==> config.mk <==
export PLATFORM = sky130hd
export DESIGN_NAME = gmts_sequencer
export DESIGN_NICKNAME = d
export VERILOG_FILES = /design/src/logic/gmts_pkg.sv /design/src/logic/gmts_tx_if.sv /design/src/logic/gmts_pin_sync.sv /design/src/logic/gmts_byte_tx.sv /design/src/logic/gmts_sequencer.sv
export VERILOG_INCLUDE_DIRS = /design/src /design/src/logic
export SDC_FILE = /design/constraint.sdc
export NUM_CORES = 1
export LEC_CHECK = 0
export BUFFER_PORTS_ARGS = -buffer_cell sky130_fd_sc_hd__buf_2
export CORE_UTILIZATION = 50
export CTS_BUF_LIST = sky130_fd_sc_hd__clkbuf_8
export DETAILED_ROUTE_END_ITERATION = 8
export PLACE_DENSITY = 0.69
export SETUP_SLACK_MARGIN = 0.4
export SLEW_MARGIN = 25
export SYNTH_ARGS = -nofsm -noshare
export SYNTH_HDL_FRONTEND = slang
export SYNTH_SLANG_ARGS = --single-unit
==> constraint.sdc <==
create_clock -name clk -period 3.25 [get_ports clk]
set_clock_uncertainty 0.05 [all_clocks]
set_input_delay 0 -clock clk [delete_from_list [all_inputs] [get_ports clk]]
set_output_delay 0 -clock clk [all_outputs]
set_load 0.02 [all_outputs]
==> src/logic/gmts_regs.svh <==
// Register offsets, field positions, reset values and timing counts of the gyro sequencer.
`ifndef GMTS_REGS_SVH
`define GMTS_REGS_SVH
`define GMTS_ADDR_CTRL 12'h000
`define GMTS_ADDR_STAT 12'h004
`define GMTS_ADDR_CMD 12'h008
`define GMTS_ADDR_RATE 12'h00c
`define GMTS_CTRL_TRIG_BIT 0
`define GMTS_CTRL_SVC_BIT 1
`define GMTS_CTRL_RESET 32'h00000000
`define GMTS_CMD_RESET 3'h1
`define GMTS_CMD_PART 3'h2
`define GMTS_CMD_SERIAL 3'h3
`define GMTS_CMD_CONFIG 3'h4
`define GMTS_CMD_SVC_INIT 3'h5
`define GMTS_CMD_SVC_NORM 3'h6
`define GMTS_STAT_STARTUP_BIT 6
`define GMTS_CLK_HZ 100000000
`define GMTS_SAMPLE_HZ 2000
`define GMTS_TICK_CYC (`GMTS_CLK_HZ / `GMTS_SAMPLE_HZ)
`define GMTS_SETTLE_TICKS 16'h0001
`define GMTS_STAB_TICKS 16'h0010
`define GMTS_RATE_DIV_RESET 16'h0001
`define GMTS_BAUD_DIV 16'h0009
`define GMTS_FRAME_BITS 4'ha
`define GMTS_SENSOR_BYTES 8'h0c
`define GMTS_SPECIAL_BYTES 8'h10
`endif

==> src/logic/gmts_pkg.sv <==
// Types shared by the gyro sequencer modules.
package gmts_pkg;
	typedef enum logic [2:0] {
		GMTS_SETTLE = 3'b000,
		GMTS_SEND_PART = 3'b001,
		GMTS_SEND_SERIAL = 3'b011,
		GMTS_SEND_CONFIG = 3'b010,
		GMTS_NORMAL = 3'b110,
		GMTS_SERVICE = 3'b111
	} gmts_mode_type;
	typedef enum logic [1:0] {
		GMTS_DG_SENSOR = 2'h0,
		GMTS_DG_PART = 2'h1,
		GMTS_DG_SERIAL = 2'h2,
		GMTS_DG_CONFIG = 2'h3
	} gmts_dg_type;
endpackage

==> src/logic/gmts_tx_if.sv <==
// Request and completion signals between sequencer and serial transmitter.
`timescale 1ns/100ps
interface gmts_tx_if;
	logic start;
	gmts_pkg::gmts_dg_type kind;
	logic busy;
	logic done;
	modport seq (output start, output kind, input busy, input done);
	modport txr (input start, input kind, output busy, output done);
endinterface

==> src/logic/gmts_pin_sync.sv <==
// Three-stage synchroniser with agreement filter for one pin.
`timescale 1ns/100ps
module gmts_pin_sync (
	input wire logic clk,
	input wire logic rst_n,
	input wire logic clkEn,
	input wire logic pinIn,
	output logic level
);
	logic [2:0] stage_reg;

	always_ff @(posedge clk) begin
		if (!rst_n) begin
			stage_reg <= 3'h7;
		end else if (clkEn) begin
			stage_reg <= {stage_reg[1:0], pinIn};
		end
	end

	// The filtered level moves only when stages two and three agree.
	always_ff @(posedge clk) begin
		if (!rst_n) begin
			level <= 1'b1;
		end else if (clkEn && (stage_reg[1] == stage_reg[2])) begin
			level <= stage_reg[2];
		end
	end
endmodule

==> src/logic/gmts_byte_tx.sv <==
// Serial datagram transmitter: 8N1 framing, byte count by datagram kind.
`timescale 1ns/100ps
`include "gmts_regs.svh"
module gmts_byte_tx
	import gmts_pkg::*;
(
	input wire logic clk,
	input wire logic rst_n,
	input wire logic clkEn,
	input wire logic [7:0] statusByte,
	gmts_tx_if.txr req,
	output logic txd
);
	logic [15:0] baud_reg;
	logic [3:0] bit_reg;
	logic [7:0] byte_reg;
	logic [7:0] left_reg;
	logic [9:0] shift_reg;
	logic busy_reg;
	logic done_reg;
	logic baudTick;

	assign baudTick = (baud_reg == 16'h0000);
	assign req.busy = busy_reg;
	assign req.done = done_reg;

	always_ff @(posedge clk) begin
		if (!rst_n) begin
			busy_reg <= 1'b0;
			done_reg <= 1'b0;
			baud_reg <= 16'h0000;
			bit_reg <= 4'h0;
			byte_reg <= 8'h00;
			left_reg <= 8'h00;
			shift_reg <= 10'h3ff;
			txd <= 1'b1;
		end else if (clkEn) begin
			done_reg <= 1'b0;
			if (!busy_reg) begin
				if (req.start) begin
					busy_reg <= 1'b1;
					left_reg <= (req.kind == GMTS_DG_SENSOR) ? `GMTS_SENSOR_BYTES
						: `GMTS_SPECIAL_BYTES;
					byte_reg <= statusByte;
					bit_reg <= 4'h0;
					baud_reg <= 16'h0000;
					// Start bit, eight data bits LSB first, one stop bit.
					shift_reg <= {1'b1, statusByte, 1'b0}; // [RULE_24]
				end
			end else if (baudTick) begin
				baud_reg <= `GMTS_BAUD_DIV;
				txd <= shift_reg[0];
				shift_reg <= {1'b1, shift_reg[9:1]};
				if (bit_reg == `GMTS_FRAME_BITS) begin
					bit_reg <= 4'h0;
					if (left_reg == 8'h01) begin
						busy_reg <= 1'b0;
						done_reg <= 1'b1;
						txd <= 1'b1;
					end else begin
						left_reg <= left_reg - 8'h01;
						byte_reg <= byte_reg + 8'h01;
						// The start bit goes out now, so only data and stop remain.
						shift_reg <= {2'b11, byte_reg + 8'h01}; // [RULE_24]
						txd <= 1'b0;
						bit_reg <= 4'h1;
					end
				end else begin
					bit_reg <= bit_reg + 4'h1;
				end
			end else begin
				baud_reg <= baud_reg - 16'h0001;
			end
		end
	end
endmodule

==> src/logic/gmts_sequencer.sv <==
// Mode, trigger and transmit sequencer of the gyro module with APB registers.
//
// Functional notes
// [RULE_01] Reset input is active low, pulled up.
// [RULE_02] Reset forces initialisation mode.
// [RULE_03] Four events enter initialisation mode.
// [RULE_04] Init settles, then sends three special datagrams.
// [RULE_05] Then Normal; specials requestable there.
// [RULE_06] Init datagrams ignore trigger input.
// [RULE_07] Each trigger falling edge sends one datagram; the code ignores edges that come while a datagram is being sent.
// [RULE_08] Triggered mode keeps sampling at full rate.
// [RULE_09] Trigger input pulled up, idles high.
// [RULE_10] Requested special replaces next triggered datagram.
// [RULE_11] Only latest special request is kept.
// [RULE_12] Strobe falls in step with sample period.
// [RULE_13] Strobe rises after datagram's last bit.
// [RULE_14] Strobe framing not needed when triggered.
// [RULE_15] Normal samples fixed rate, sends at rate.
// [RULE_16] Errors never suppress Normal output.
// [RULE_17] Host checks every status byte.
// [RULE_18] Start-up bit 6 set after init.
// [RULE_19] Output continues during stabilisation.
// [RULE_20] Host ignores data until bit 6 clears.
// [RULE_21] Service to Normal skips stabilisation.
// [RULE_22] Free-running output starts without setup.
// [RULE_23] Status byte flags: 1 means fault.
// [RULE_24] Bytes framed 1 start, 8 data, 1 stop.
// [RULE_25] Stabilisation length is a build constant.
//
// Added by the designer: the register addresses and the APB register port.
`timescale 1ns/100ps
`include "gmts_regs.svh"
module gmts_sequencer
	import gmts_pkg::*;
(
	input wire logic clk,
	input wire logic rst_n,
	input wire logic clkEn,
	input wire logic external_reset_low,
	input wire logic transmit_trigger_input,
	input wire logic [4:0] faultFlags,
	input wire logic psel,
	input wire logic penable,
	input wire logic pwrite,
	input wire logic [11:0] paddr,
	input wire logic [31:0] pwdata,
	output logic [31:0] prdata,
	output logic pready,
	output logic pslverr,
	output logic validity_strobe,
	output logic txd
);
	// ====================================================================
	// Pin inputs and transmitter
	// ====================================================================
	gmts_tx_if txBus();
	logic resetLevel;
	logic trigLevel;
	logic trig_reg;
	logic trigFall;
	logic txd_w;

	// Synchronisers reset high like the pulled-up pins, so no false edge follows.
	gmts_pin_sync u_rst_sync (
		.clk(clk),
		.rst_n(rst_n),
		.clkEn(clkEn),
		.pinIn(external_reset_low),
		.level(resetLevel)
	); // [RULE_01]
	gmts_pin_sync u_trig_sync (
		.clk(clk),
		.rst_n(rst_n),
		.clkEn(clkEn),
		.pinIn(transmit_trigger_input),
		.level(trigLevel)
	); // [RULE_09]

	always_ff @(posedge clk) begin
		if (!rst_n) begin
			trig_reg <= 1'b1;
		end else if (clkEn) begin
			trig_reg <= trigLevel;
		end
	end
	assign trigFall = trig_reg && !trigLevel; // [RULE_07]

	logic [7:0] statusByte;
	gmts_byte_tx u_tx (
		.clk(clk),
		.rst_n(rst_n),
		.clkEn(clkEn),
		.statusByte(statusByte),
		.req(txBus.txr),
		.txd(txd_w)
	);

	always_ff @(posedge clk) begin
		if (!rst_n) begin
			txd <= 1'b1;
		end else if (clkEn) begin
			txd <= txd_w;
		end
	end

	// ====================================================================
	// Registers
	// ====================================================================
	logic [31:0] ctrl_reg;
	logic [15:0] rateDiv_reg;
	logic cmdValid;
	logic [2:0] cmdCode;
	logic apbWrite;
	logic apbRead;
	logic addrOk;

	assign apbWrite = psel && penable && pwrite;
	assign apbRead = psel && !penable && !pwrite;
	assign addrOk = (paddr == `GMTS_ADDR_CTRL) || (paddr == `GMTS_ADDR_STAT)
		|| (paddr == `GMTS_ADDR_CMD) || (paddr == `GMTS_ADDR_RATE);
	assign cmdValid = clkEn && apbWrite && (paddr == `GMTS_ADDR_CMD);
	assign cmdCode = pwdata[2:0];

	always_ff @(posedge clk) begin
		if (!rst_n) begin
			pready <= 1'b0;
			pslverr <= 1'b0;
		end else if (clkEn) begin
			pready <= psel && !penable;
			pslverr <= psel && !penable && !addrOk;
		end
	end

	always_ff @(posedge clk) begin
		if (!rst_n) begin
			ctrl_reg <= `GMTS_CTRL_RESET;
			rateDiv_reg <= `GMTS_RATE_DIV_RESET;
		end else if (clkEn && apbWrite && pready) begin
			if (paddr == `GMTS_ADDR_CTRL) begin
				ctrl_reg <= {30'h00000000, pwdata[1:0]};
			end
			if (paddr == `GMTS_ADDR_RATE && pwdata[15:0] != 16'h0000) begin
				rateDiv_reg <= pwdata[15:0];
			end
		end
	end

	// ====================================================================
	// Mode sequencer
	// ====================================================================
	gmts_mode_type mode_reg;
	logic [15:0] tickCnt_reg;
	logic sampleTick;
	logic [15:0] settle_reg;
	logic [15:0] stab_reg;
	logic startup_reg;
	logic [15:0] rateCnt_reg;
	logic rateTick;
	logic start_reg;
	gmts_dg_type kind_reg;
	gmts_dg_type pend_reg;
	logic pendValid_reg;
	logic trigMode;
	logic cmdThis;

	assign trigMode = ctrl_reg[`GMTS_CTRL_TRIG_BIT];
	assign txBus.start = start_reg;
	assign txBus.kind = kind_reg;
	assign cmdThis = cmdValid && pready;

	// Free-running internal sample tick at the fixed internal rate.
	always_ff @(posedge clk) begin
		if (!rst_n || !resetLevel) begin
			tickCnt_reg <= 16'h0000;
		end else if (clkEn) begin
			if (tickCnt_reg == 16'(`GMTS_TICK_CYC - 1)) begin
				tickCnt_reg <= 16'h0000;
			end else begin
				tickCnt_reg <= tickCnt_reg + 16'h0001;
			end
		end
	end
	assign sampleTick = clkEn && (tickCnt_reg == 16'h0000); // [RULE_08] [RULE_15]

	always_ff @(posedge clk) begin
		if (!rst_n || !resetLevel) begin
			rateCnt_reg <= 16'h0000;
		end else if (sampleTick) begin
			if (rateCnt_reg >= rateDiv_reg - 16'h0001) begin
				rateCnt_reg <= 16'h0000;
			end else begin
				rateCnt_reg <= rateCnt_reg + 16'h0001;
			end
		end
	end
	assign rateTick = sampleTick && (rateCnt_reg == 16'h0000); // [RULE_15]

	always_ff @(posedge clk) begin
		if (!rst_n || !resetLevel) begin
			mode_reg <= GMTS_SETTLE; // [RULE_02] [RULE_03]
			settle_reg <= 16'h0000;
			start_reg <= 1'b0;
			kind_reg <= GMTS_DG_SENSOR;
			startup_reg <= 1'b0;
			stab_reg <= 16'h0000;
		end else if (clkEn) begin
			start_reg <= 1'b0;
			if (startup_reg && sampleTick) begin
				if (stab_reg == `GMTS_STAB_TICKS - 16'h0001) begin
					startup_reg <= 1'b0; // [RULE_18] [RULE_25]
				end else begin
					stab_reg <= stab_reg + 16'h0001;
				end
			end
			unique case (mode_reg)
				GMTS_SETTLE: begin
					if (sampleTick) begin
						settle_reg <= settle_reg + 16'h0001;
					end
					if (settle_reg == `GMTS_SETTLE_TICKS) begin
						// Specials go out regardless of trigger configuration.
						mode_reg <= GMTS_SEND_PART; // [RULE_04] [RULE_06]
						start_reg <= 1'b1;
						kind_reg <= GMTS_DG_PART;
					end
				end
				GMTS_SEND_PART: begin
					if (txBus.done) begin
						mode_reg <= GMTS_SEND_SERIAL; // [RULE_04]
						start_reg <= 1'b1;
						kind_reg <= GMTS_DG_SERIAL;
					end
				end
				GMTS_SEND_SERIAL: begin
					if (txBus.done) begin
						mode_reg <= GMTS_SEND_CONFIG; // [RULE_04]
						start_reg <= 1'b1;
						kind_reg <= GMTS_DG_CONFIG;
					end
				end
				GMTS_SEND_CONFIG: begin
					if (txBus.done) begin
						mode_reg <= GMTS_NORMAL; // [RULE_05]
						startup_reg <= 1'b1; // [RULE_18]
						stab_reg <= 16'h0000;
					end
				end
				GMTS_NORMAL: begin
					if (cmdThis && cmdCode == `GMTS_CMD_RESET) begin
						mode_reg <= GMTS_SETTLE; // [RULE_03]
						settle_reg <= 16'h0000;
						startup_reg <= 1'b0;
					end else if (ctrl_reg[`GMTS_CTRL_SVC_BIT]) begin
						mode_reg <= GMTS_SERVICE;
					end else if (!txBus.busy && !start_reg) begin
						// Status errors never gate output; stabilisation neither.
						if (trigMode ? trigFall : rateTick) begin // [RULE_07] [RULE_16] [RULE_19] [RULE_22]
							start_reg <= 1'b1;
							kind_reg <= (trigMode && pendValid_reg) ? pend_reg
								: GMTS_DG_SENSOR; // [RULE_10]
						end
					end
				end
				GMTS_SERVICE: begin
					if (cmdThis && cmdCode == `GMTS_CMD_SVC_INIT) begin
						mode_reg <= GMTS_SETTLE; // [RULE_03]
						settle_reg <= 16'h0000;
					end else if (cmdThis && cmdCode == `GMTS_CMD_SVC_NORM) begin
						mode_reg <= GMTS_NORMAL; // [RULE_21]
						startup_reg <= 1'b0; // [RULE_21]
					end
				end
			endcase
		end
	end

	// Special requests in Normal mode; the latest one overwrites any earlier.
	always_ff @(posedge clk) begin
		if (!rst_n || !resetLevel) begin
			pendValid_reg <= 1'b0;
			pend_reg <= GMTS_DG_PART;
		end else if (clkEn) begin
			if (mode_reg == GMTS_NORMAL && start_reg && kind_reg != GMTS_DG_SENSOR) begin
				pendValid_reg <= 1'b0;
			end
			if (cmdThis && mode_reg == GMTS_NORMAL && cmdCode >= `GMTS_CMD_PART
				&& cmdCode <= `GMTS_CMD_CONFIG) begin
				pendValid_reg <= 1'b1; // [RULE_05] [RULE_11]
				pend_reg <= gmts_dg_type'(2'(cmdCode - 3'h1));
			end
		end
	end

	assign statusByte = {1'b0, startup_reg, faultFlags[4:3], |faultFlags[2:0], faultFlags[2:0]}; // [RULE_23]

	// Strobe falls on each output sample period, rises when the datagram ends, or whenever the transmitter is idle in trigger mode or outside Normal.
	always_ff @(posedge clk) begin
		if (!rst_n || !resetLevel) begin
			validity_strobe <= 1'b1;
		end else if (clkEn) begin
			if (rateTick) begin
				validity_strobe <= 1'b0; // [RULE_12] [RULE_14]
			end else if (txBus.done || (!txBus.busy && !start_reg
				&& (trigMode || mode_reg != GMTS_NORMAL))) begin
				validity_strobe <= 1'b1; // [RULE_13]
			end
		end
	end

	always_ff @(posedge clk) begin
		if (!rst_n) begin
			prdata <= 32'h00000000;
		end else if (clkEn && apbRead) begin
			unique case (paddr)
				`GMTS_ADDR_CTRL: prdata <= ctrl_reg;
				`GMTS_ADDR_STAT: prdata <= {21'h000000, mode_reg, statusByte};
				`GMTS_ADDR_RATE: prdata <= {16'h0000, rateDiv_reg};
				default: prdata <= 32'h00000000;
			endcase
		end
	end

	// ====================================================================
	// Assertions
	// ====================================================================
	property p_init_first;
		@(posedge clk) disable iff (!rst_n)
		$rose(resetLevel) |-> mode_reg == GMTS_SETTLE;
	endproperty
	a_init_first: assert property (p_init_first) else $error("not in init after reset"); // [RULE_02]
	property p_part_then_serial;
		@(posedge clk) disable iff (!rst_n || !resetLevel)
		(mode_reg == GMTS_SEND_PART && txBus.done && clkEn) |=> kind_reg == GMTS_DG_SERIAL;
	endproperty
	a_part_then_serial: assert property (p_part_then_serial) else $error("order broken"); // [RULE_04]
	property p_normal_after_cfg;
		@(posedge clk) disable iff (!rst_n || !resetLevel)
		(mode_reg == GMTS_SEND_CONFIG && txBus.done && clkEn)
			|=> mode_reg == GMTS_NORMAL && startup_reg;
	endproperty
	a_normal_after_cfg: assert property (p_normal_after_cfg) else $error("no normal"); // [RULE_18]
	property p_trig_send;
		@(posedge clk) disable iff (!rst_n || !resetLevel)
		(clkEn && mode_reg == GMTS_NORMAL && trigMode && trigFall && !txBus.busy
			&& !start_reg && !cmdThis && !ctrl_reg[1]) |=> start_reg;
	endproperty
	a_trig_send: assert property (p_trig_send) else $error("trigger lost"); // [RULE_07]
	property p_strobe_rise;
		@(posedge clk) disable iff (!rst_n || !resetLevel)
		(clkEn && txBus.done && !rateTick) |=> validity_strobe;
	endproperty
	a_strobe_rise: assert property (p_strobe_rise) else $error("strobe stuck"); // [RULE_13]
	property p_strobe_fall;
		@(posedge clk) disable iff (!rst_n || !resetLevel)
		rateTick |=> !validity_strobe;
	endproperty
	a_strobe_fall: assert property (p_strobe_fall) else $error("strobe no fall"); // [RULE_12]
	property p_svc_skip;
		@(posedge clk) disable iff (!rst_n || !resetLevel)
		(mode_reg == GMTS_SERVICE && clkEn && cmdThis && cmdCode == `GMTS_CMD_SVC_NORM)
			|=> !startup_reg;
	endproperty
	a_svc_skip: assert property (p_svc_skip) else $error("startup set from service"); // [RULE_21]
	property p_status_bit6;
		@(posedge clk) disable iff (!rst_n)
		statusByte[`GMTS_STAT_STARTUP_BIT] == startup_reg;
	endproperty
	a_status_bit6: assert property (p_status_bit6) else $error("bit 6 wrong"); // [RULE_23]
	c_init_done: cover property (@(posedge clk) mode_reg == GMTS_NORMAL);
	c_trig: cover property (@(posedge clk) trigFall && trigMode);
	c_special: cover property (@(posedge clk) start_reg && kind_reg != GMTS_DG_SENSOR
		&& mode_reg == GMTS_NORMAL);
endmodule

==> impl_metrics.yaml, run 1 <==
floorplanning:
  die_x_um: 136.8
  rows: 48
  die-height_um: 136.8
  ios: 93
  design.core.area_mm2: 0.01754
  initial_utilization_pct: 51.84
  dieArea_mm2: 0.01873
sta:
  finalHoldViolCount: 0
  rsz0062_at_grt: "true"
  tightest_slew_ns: 1.031
  final.setup.tns_ns: 0
  fin_crit_sh_pct: 89.54
  setup_slack_ns: 0.3399
  relSlewSlack_pct: 30.56
  post-route-min-period_ns: 2.910
  max_freq_ghz: 0.3436
  setup_viol: 0
  drv_slew: 0
final_layout:
  utilization_pct: 58.95
  nets: 1275
  diodes: 0
  regArea_mm2: 0.003392
  finish.instance_area_mm2: 0.01034
  multi_input_area_mm2: 0.005411
  drive_gt1_share_pct: 12.87
  area_delta_synth_final_pct: 13.71
  nFillCells: 1573
synthesis:
  ys_seq_area_share_pct: 37.21
  async_reset_ff_share_pct: 0
  ys_types: 67
  syn_inst: 1105
  ys_ff_latch: 169
  avgSynthCellArea_um2: 8.227
  synth_edf_count: 0
  syn-cell-area_mm2: 0.009091
  yosysWarnings: 0
  synth_ff_type: "dfxtp_1"
global_route:
  grt-ovfl-total: 0
  grt_pass1_wl_mm: 35.98
  antenna_found_initial: 0
  grtUsageTotal_pct: 24.47
  first_global_vias: 7439
  grt_max_degree: 76
clock_network:
  clock_path_buffers: 2
  cts_tree: "yes"
  htreeDepth: 4
  cts_buffers: 17
  path_clk_slew_ns: 0.09
  ctsRootBufferMaster: "clkbuf_8"
  insertion_delay_ns: 0.47
  cts.sinks: 169
drt:
  wire_per_inst_um: 15.54
  vias_per_cell: 5.612
  drc: 0
  vias: 7980
  drtPass1Iterations: 5
  drtIter0Drc: 451
  wl_mm: 22.10
  postRouteAntennaNets: 0
setup_path:
  cp_data_required_time_ns: 3.56
  cp-startpoint: "rateDiv_reg[4]$_SDFFE_PN0P_"
  rrSetupSlack_ns: 0.34
  reg2reg_depth: 12
  r2r_end: "rateCnt_reg[4]$_SDFFE_PP0N_"
  start_kind: "flop"
  critPathCaptureType: "flop"
  worstReg2RegStart: "rateDiv_reg[4]$_SDFFE_PN0P_"
  cp_slowest_cell: "or4_4"
  critPathMaxFanout: 8
  crit_end: "rateCnt_reg[4]$_SDFFE_PP0N_"
  cp_common_cell: "nor4_4"
  cpPeakStageDelay_ns: 0.48
  critPathArrivalTime_ns: 3.22
  criticalPathCategory: "flop to flop"
  critical-path-top-delay-family: "simple AND/OR/NAND/NOR gates"
  cp_num_buf_inv: 1
  path_depth: 12
  worstPathCellList: "nor4_4 > nand2_1 > or4_4 > nor4_4 > xnor2_1 > ha_1 > nand4_1 > a211oi_2 > o211ai_1 > a31oi_4 > buf_6 > nor2_1"
min_path:
  hold_path_class: "input pin to flop"
placement:
  gp_congestion: 0.8362
  io_buffers: 60
  post-place-ws_ns: 0.2833
  dpl_cell_area_mm2: 0.009549
  place_hpwl_mm: 15.25
pwr:
  power.density_mw_per_mm2: 407.1
  worst_ir_drop_vdd_uv: 346.9
  p_leak_nw: 3.998
  power_mw: 4.208
status:
  status: "complete, no violations"
run:
  maxCapViolCount: 0
## cells in the mapped netlist (all sizes together), types with 9 or more instances
cell type	n	area (um2)
nand2	105	399.1
a211oi	9	67.56
o21ai	47	246.5
nand3	39	195.2
and2	10	62.56
xnor2	43	376.6
buf	28	191.4
and3	15	93.84
mux2i	33	330.3
nor3	44	225.2
a21oi	43	215.2
xor2	38	332.8
nor2	135	509.2
a31oi	12	75.07
nand2b	9	56.30
or3	13	81.33
nand4	31	193.9
clkbuf	37	138.9
inv	30	112.6
nor4	22	143.9
a22oi	10	75.07
dfxtp	169	3383
nor2b	43	269.0
ha	34	425.4
a21boi	9	67.57
o211ai	12	90.09
## routing by layer
metal | GRT usage, % | routed length (um)
met1 | 31.31 | 10290
met2 | 40.55 | 10230
met5 | 0 | 0
met3 | 4.519 | 1090
met4 | 9.768 | 496
## where the power goes
part | internal [mW] | leakage [nW] | total, mW | switching (mW)
logic | 0.222 | 2.44 | 0.554 | 0.332
registers | 2.12 | 1.37 | 2.18 | 0.0638
clock network | 0.643 | 0.192 | 1.47 | 0.828
## worst min-delay path, cell delays in order
cell and delay (ns):
buf_2 0.10, nor2_1 0.07, nand3_1 0.08, nor2_1 0.07
mux2i_1 0.15, nor2b_1 0.06
## cell families (layout without fill, tap and decap cells)
family / after synthesis / count (layout) / share of synthesized area, %
simple gates: 502 / 502 / 27.76
compound gates: 183 / 183 / 13.13
flops: 169 / 169 / 37.21
buf+inv: 95 / 172 / 4.872
xor+xnor: 81 / 81 / 7.803
mux: 40 / 40 / 4.500
fa+ha+maj: 34 / 34 / 4.679
other cells: 1 / 16 / 0.04125
## per-stage QoR
stage / std cells / hold WS [ns]
after floorplan: 1120 / 0.07839
after global placement: 1357 / 0.1671
after detailed placement: 1357 / 0.1685
after CTS: 1421 / 0.01307
after global routing: 1422 / 0.03461
final: 1422 / 0.04499
## final cells by class
cell class / instances / area share (%)
clock buffer: 18 / 2.397
timing repair buffer: 110 / 7.311
multi-input combinational: 856 / 52.35
tap: 225 / 2.723
inverter: 30 / 1.089
clock inverter: 14 / 1.319
sequential: 169 / 32.81
## cells in the final DEF, fill, tap and decap left out, drive strengths merged, types with 10 or more instances in the layout
cell type	synthesis	final
a21oi	43	43
a22oi	10	10
a31oi	12	12
and2	10	10
and3	15	15
buf	28	81
clkbuf	37	18
conb	1	16
dfxtp	169	169
dlygate4sd3	0	29
ha	34	34
inv	30	37
mux2i	33	33
nand2	105	105
nand3	39	39
nand4	31	31
nor2	135	135
nor2b	43	43
nor3	44	44
nor4	22	22
o211ai	12	12
o21ai	47	47
or3	13	13
xnor2	43	43
xor2	38	38
## worst min-delay path by stage
| stage | from | end | slack [ns] | cells after the start |
|---|---|---|---|---|
| floorplan | external_reset_low | u_rst_sync.stage_reg[0]$_SDFFE_PN1P_ | 0.08 | 2 |
| CTS | faultFlags[1] | u_tx.shift_reg[2]$_SDFFE_PN1P_ | 0.01 | 4 |
| global route | faultFlags[1] | u_tx.shift_reg[2]$_SDFFE_PN1P_ | 0.03 | 4 |
| global placement | transmit_trigger_input | u_trig_sync.stage_reg[0]$_SDFFE_PN1P_ | 0.17 | 3 |
| finish | paddr[2] | ctrl_reg[0]$_SDFFE_PN0P_ | 0.04 | 6 |
| detailed placement | transmit_trigger_input | u_trig_sync.stage_reg[0]$_SDFFE_PN1P_ | 0.17 | 3 |
## what timing repair did
action	in CTS	in global routing
gates resized for setup	12	13
pin swaps	14	12
buffers inserted	2	1
cloned	1	0
hold endpoints to repair	45	0
setup endpoints to repair	16	16
hold buffers	29	0
Power figures use the tool's default switching activity.
==> run 2, diff against run 1 <==
Settings changed: CORE_MARGIN from default to 2, GPL_TIMING_DRIVEN from default to 0.
==> run 2 against run 1 <==
  * Utilization fell by 0.078 points
  * Cell count grew 3.3%
  * Clock-buffer cell count unchanged
  * Combinational power rose by 9.4%
  * Critical path type unchanged
  * The flow now finishes with violations (DRC)
  * Worst hold slack better by 0.014 ns
  * Critical path depth unchanged
  * Largest cell class unchanged
  * First-iteration DRC count decreased by 10%
  * Die area is 2.9% higher
  * Largest power group unchanged
  * Sequential power about the same
==> impl_metrics.yaml, run 2 (synthesis gave the netlist of run 1 again) <==
status:
  status: "complete, but fails checks"
  violations: "DRC"
final_layout:
  area_delta_synth_final_pct: 15.92
  nets: 1318
  finish.instance_area_mm2: 0.01054
  layout_common_cells: "dfxtp_1 (166), nor2_1 (134), nand2_1 (102)"
  stdcell_count: 1469
  mostFrequentLayoutCell: "dfxtp_1"
  regArea_mm2: 0.003392
  multi_input_area_mm2: 0.005394
  nFillCells: 1620
  diodes: 0
  utilization_pct: 58.87
  drive_gt1_share_pct: 12.10
global_route:
  grt-ovfl-total: 0
  grt_max_degree: 17
  antenna_found_initial: 0
  grtUsageTotal_pct: 24.45
  first_global_vias: 7875
  grt_pass1_wl_mm: 38.88
sta:
  drv_slew: 0
  post-route-min-period_ns: 2.954
  rsz0062_at_grt: "true"
  tightest_slew_ns: 0.8101
  max_freq_ghz: 0.3385
  finalHoldViolCount: 0
  fin_crit_sh_pct: 90.90
  setup_viol: 0
  final.setup.tns_ns: 0
  relSlewSlack_pct: 45.79
  hold_slack_ns: 0.05915
  setup_slack_ns: 0.2957
setup_path:
  cp_common_cell: "nor4_4"
  critical-path-top-delay-family: "simple AND/OR/NAND/NOR gates"
  critPathArrivalTime_ns: 3.27
  start_kind: "flop"
  criticalPathCategory: "flop to flop"
  cp_data_required_time_ns: 3.57
  cpPeakStageDelay_ns: 0.47
  critPathCaptureType: "flop"
  cp_slowest_cell: "or4_4"
  cp_num_buf_inv: 1
  critPathMaxFanout: 10
  worstPathCellList: "nor4_4 > nand2_1 > or4_4 > nor4_4 > xnor2_1 > ha_1 > nand4_1 > a211oi_2 > o211ai_1 > a31oi_4 > buf_8 > nor2_1"
clock_network:
  cts_tree: "yes"
  htreeDepth: 4
  clock_path_buffers: 2
  cts_buffers: 17
  cts.sinks: 169
  path_clk_slew_ns: 0.10
  insertion_delay_ns: 0.47
  ctsRootBufferMaster: "clkbuf_8"
drt:
  route.layer.met1.wl_mm: 11.12
  wire_per_inst_um: 16.14
  drtPass1Iterations: 9
  postRouteAntennaNets: 0
  drtIter0Drc: 405
  drc: 2
  vias_per_cell: 5.592
  wl_mm: 23.72
  top_layer: "met4"
  wl_met3_mm: 1.220
  vias: 8215
  dr_wl_met2_mm: 11.05
placement:
  dpl_cell_area_mm2: 0.009752
  io_buffers: 57
  post-place-ws_ns: -0.09006
  place_hpwl_mm: 17.02
  gp_congestion: 0.8857
  placed_cells: 1406
pwr:
  p_sw_share_pct: 28.64
  p_sw_mw: 1.263
  clockPowerShare_pct: 37.0
  p_leak_nw: 4.091
  pwr-share-comb_pct: 13.7
  p_int_mw: 3.146
  worst_ir_drop_vdd_uv: 417.1
  sequentialPowerShare_pct: 49.3
  power_mw: 4.408
  power.density_mw_per_mm2: 418.3
floorplanning:
  initial_utilization_pct: 50.78
  die-height_um: 138.8
  dieArea_mm2: 0.01928
  die_x_um: 138.8
  rows: 49
  ios: 93
  design.core.area_mm2: 0.01790
run:
  maxCapViolCount: 0
min_path:
  hold_path_class: "input pin to flop"
==> run 2: cell types whose count changed in the layout (fill, tap and decap cells not counted), sizes merged <==
cell,change
buf,+8
bufinv,+2
clkbuf,+36
clkinv,+1
dlygate4sd3,-1
inv,-3
==> run 2: layout make-up <==
class                      instances  area share, %
tap                              229          2.719
inverter                          30          1.068
multi-input combinational        856          51.18
timing repair buffer              88          5.616
sequential                       169          32.19
clock inverter                    14          1.638
buffer                            65          3.241
clock buffer                      18          2.351
==> run 2: worst reg2reg max path, cell delays in order, from the launching register on <==
cell,delay (ns)
dfxtp_4,0.36
nor4_4,0.28
nand2_1,0.10
or4_4,0.47
nor4_4,0.18
xnor2_1,0.13
ha_1,0.31
nand4_1,0.10
a211oi_2,0.25
o211ai_1,0.20
a31oi_4,0.22
buf_8,0.16
nor2_1,0.05
==> run 2: power groups by stage <==
| stage | Clock (mW) | Combinational, mW | Sequential, mW |
|---|---|---|---|
| 4_1_cts | 1.65 | 0.599 | 2.17 |
| 5_1_grt | 1.74 | 0.671 | 2.18 |
| 3_5_place_dp | 0 | 0.565 | 2.22 |
| 3_3_place_gp | 0 | 0.561 | 2.22 |
| 6_report | 1.63 | 0.606 | 2.17 |
| 2_1_floorplan | 0 | 0.413 | 2.21 |
==> run 2: per-layer routing <==
layer  GRT usage, %  vias to the layer above
met1          32.50                     3867
li1               -                     4106
met3          4.765                       28
met5              0                        -
met4          7.018                        0
met2          40.63                      214
==> run 2: final timing paths <==
kind                                    start  slack (ns)  cells past startpoint                       endpoint
hold reg to reg      pend_reg[1]$_SDFFE_PP0P_        0.42                      2       pend_reg[1]$_SDFFE_PP0P_
hold / removal                  faultFlags[1]        0.06                      4  u_tx.byte_reg[3]$_SDFFE_PN0P_
setup / recovery  rateDiv_reg[5]$_SDFFE_PN0P_        0.30                     12    rateCnt_reg[6]$_SDFFE_PP0N_
setup reg to reg  rateDiv_reg[5]$_SDFFE_PN0P_        0.30                     12    rateCnt_reg[6]$_SDFFE_PP0N_
==> run 2: repair_timing <==
| item | CTS | global route |
|---|---|---|
| pin swaps | 9 | 4 |
| endpoints found under the setup margin | 16 | 17 |
| gates resized for setup | 11 | 4 |
| hold buffers | 28 | 0 |
| buffers inserted | 3 | 0 |
| hold endpoints to repair | 41 | 0 |
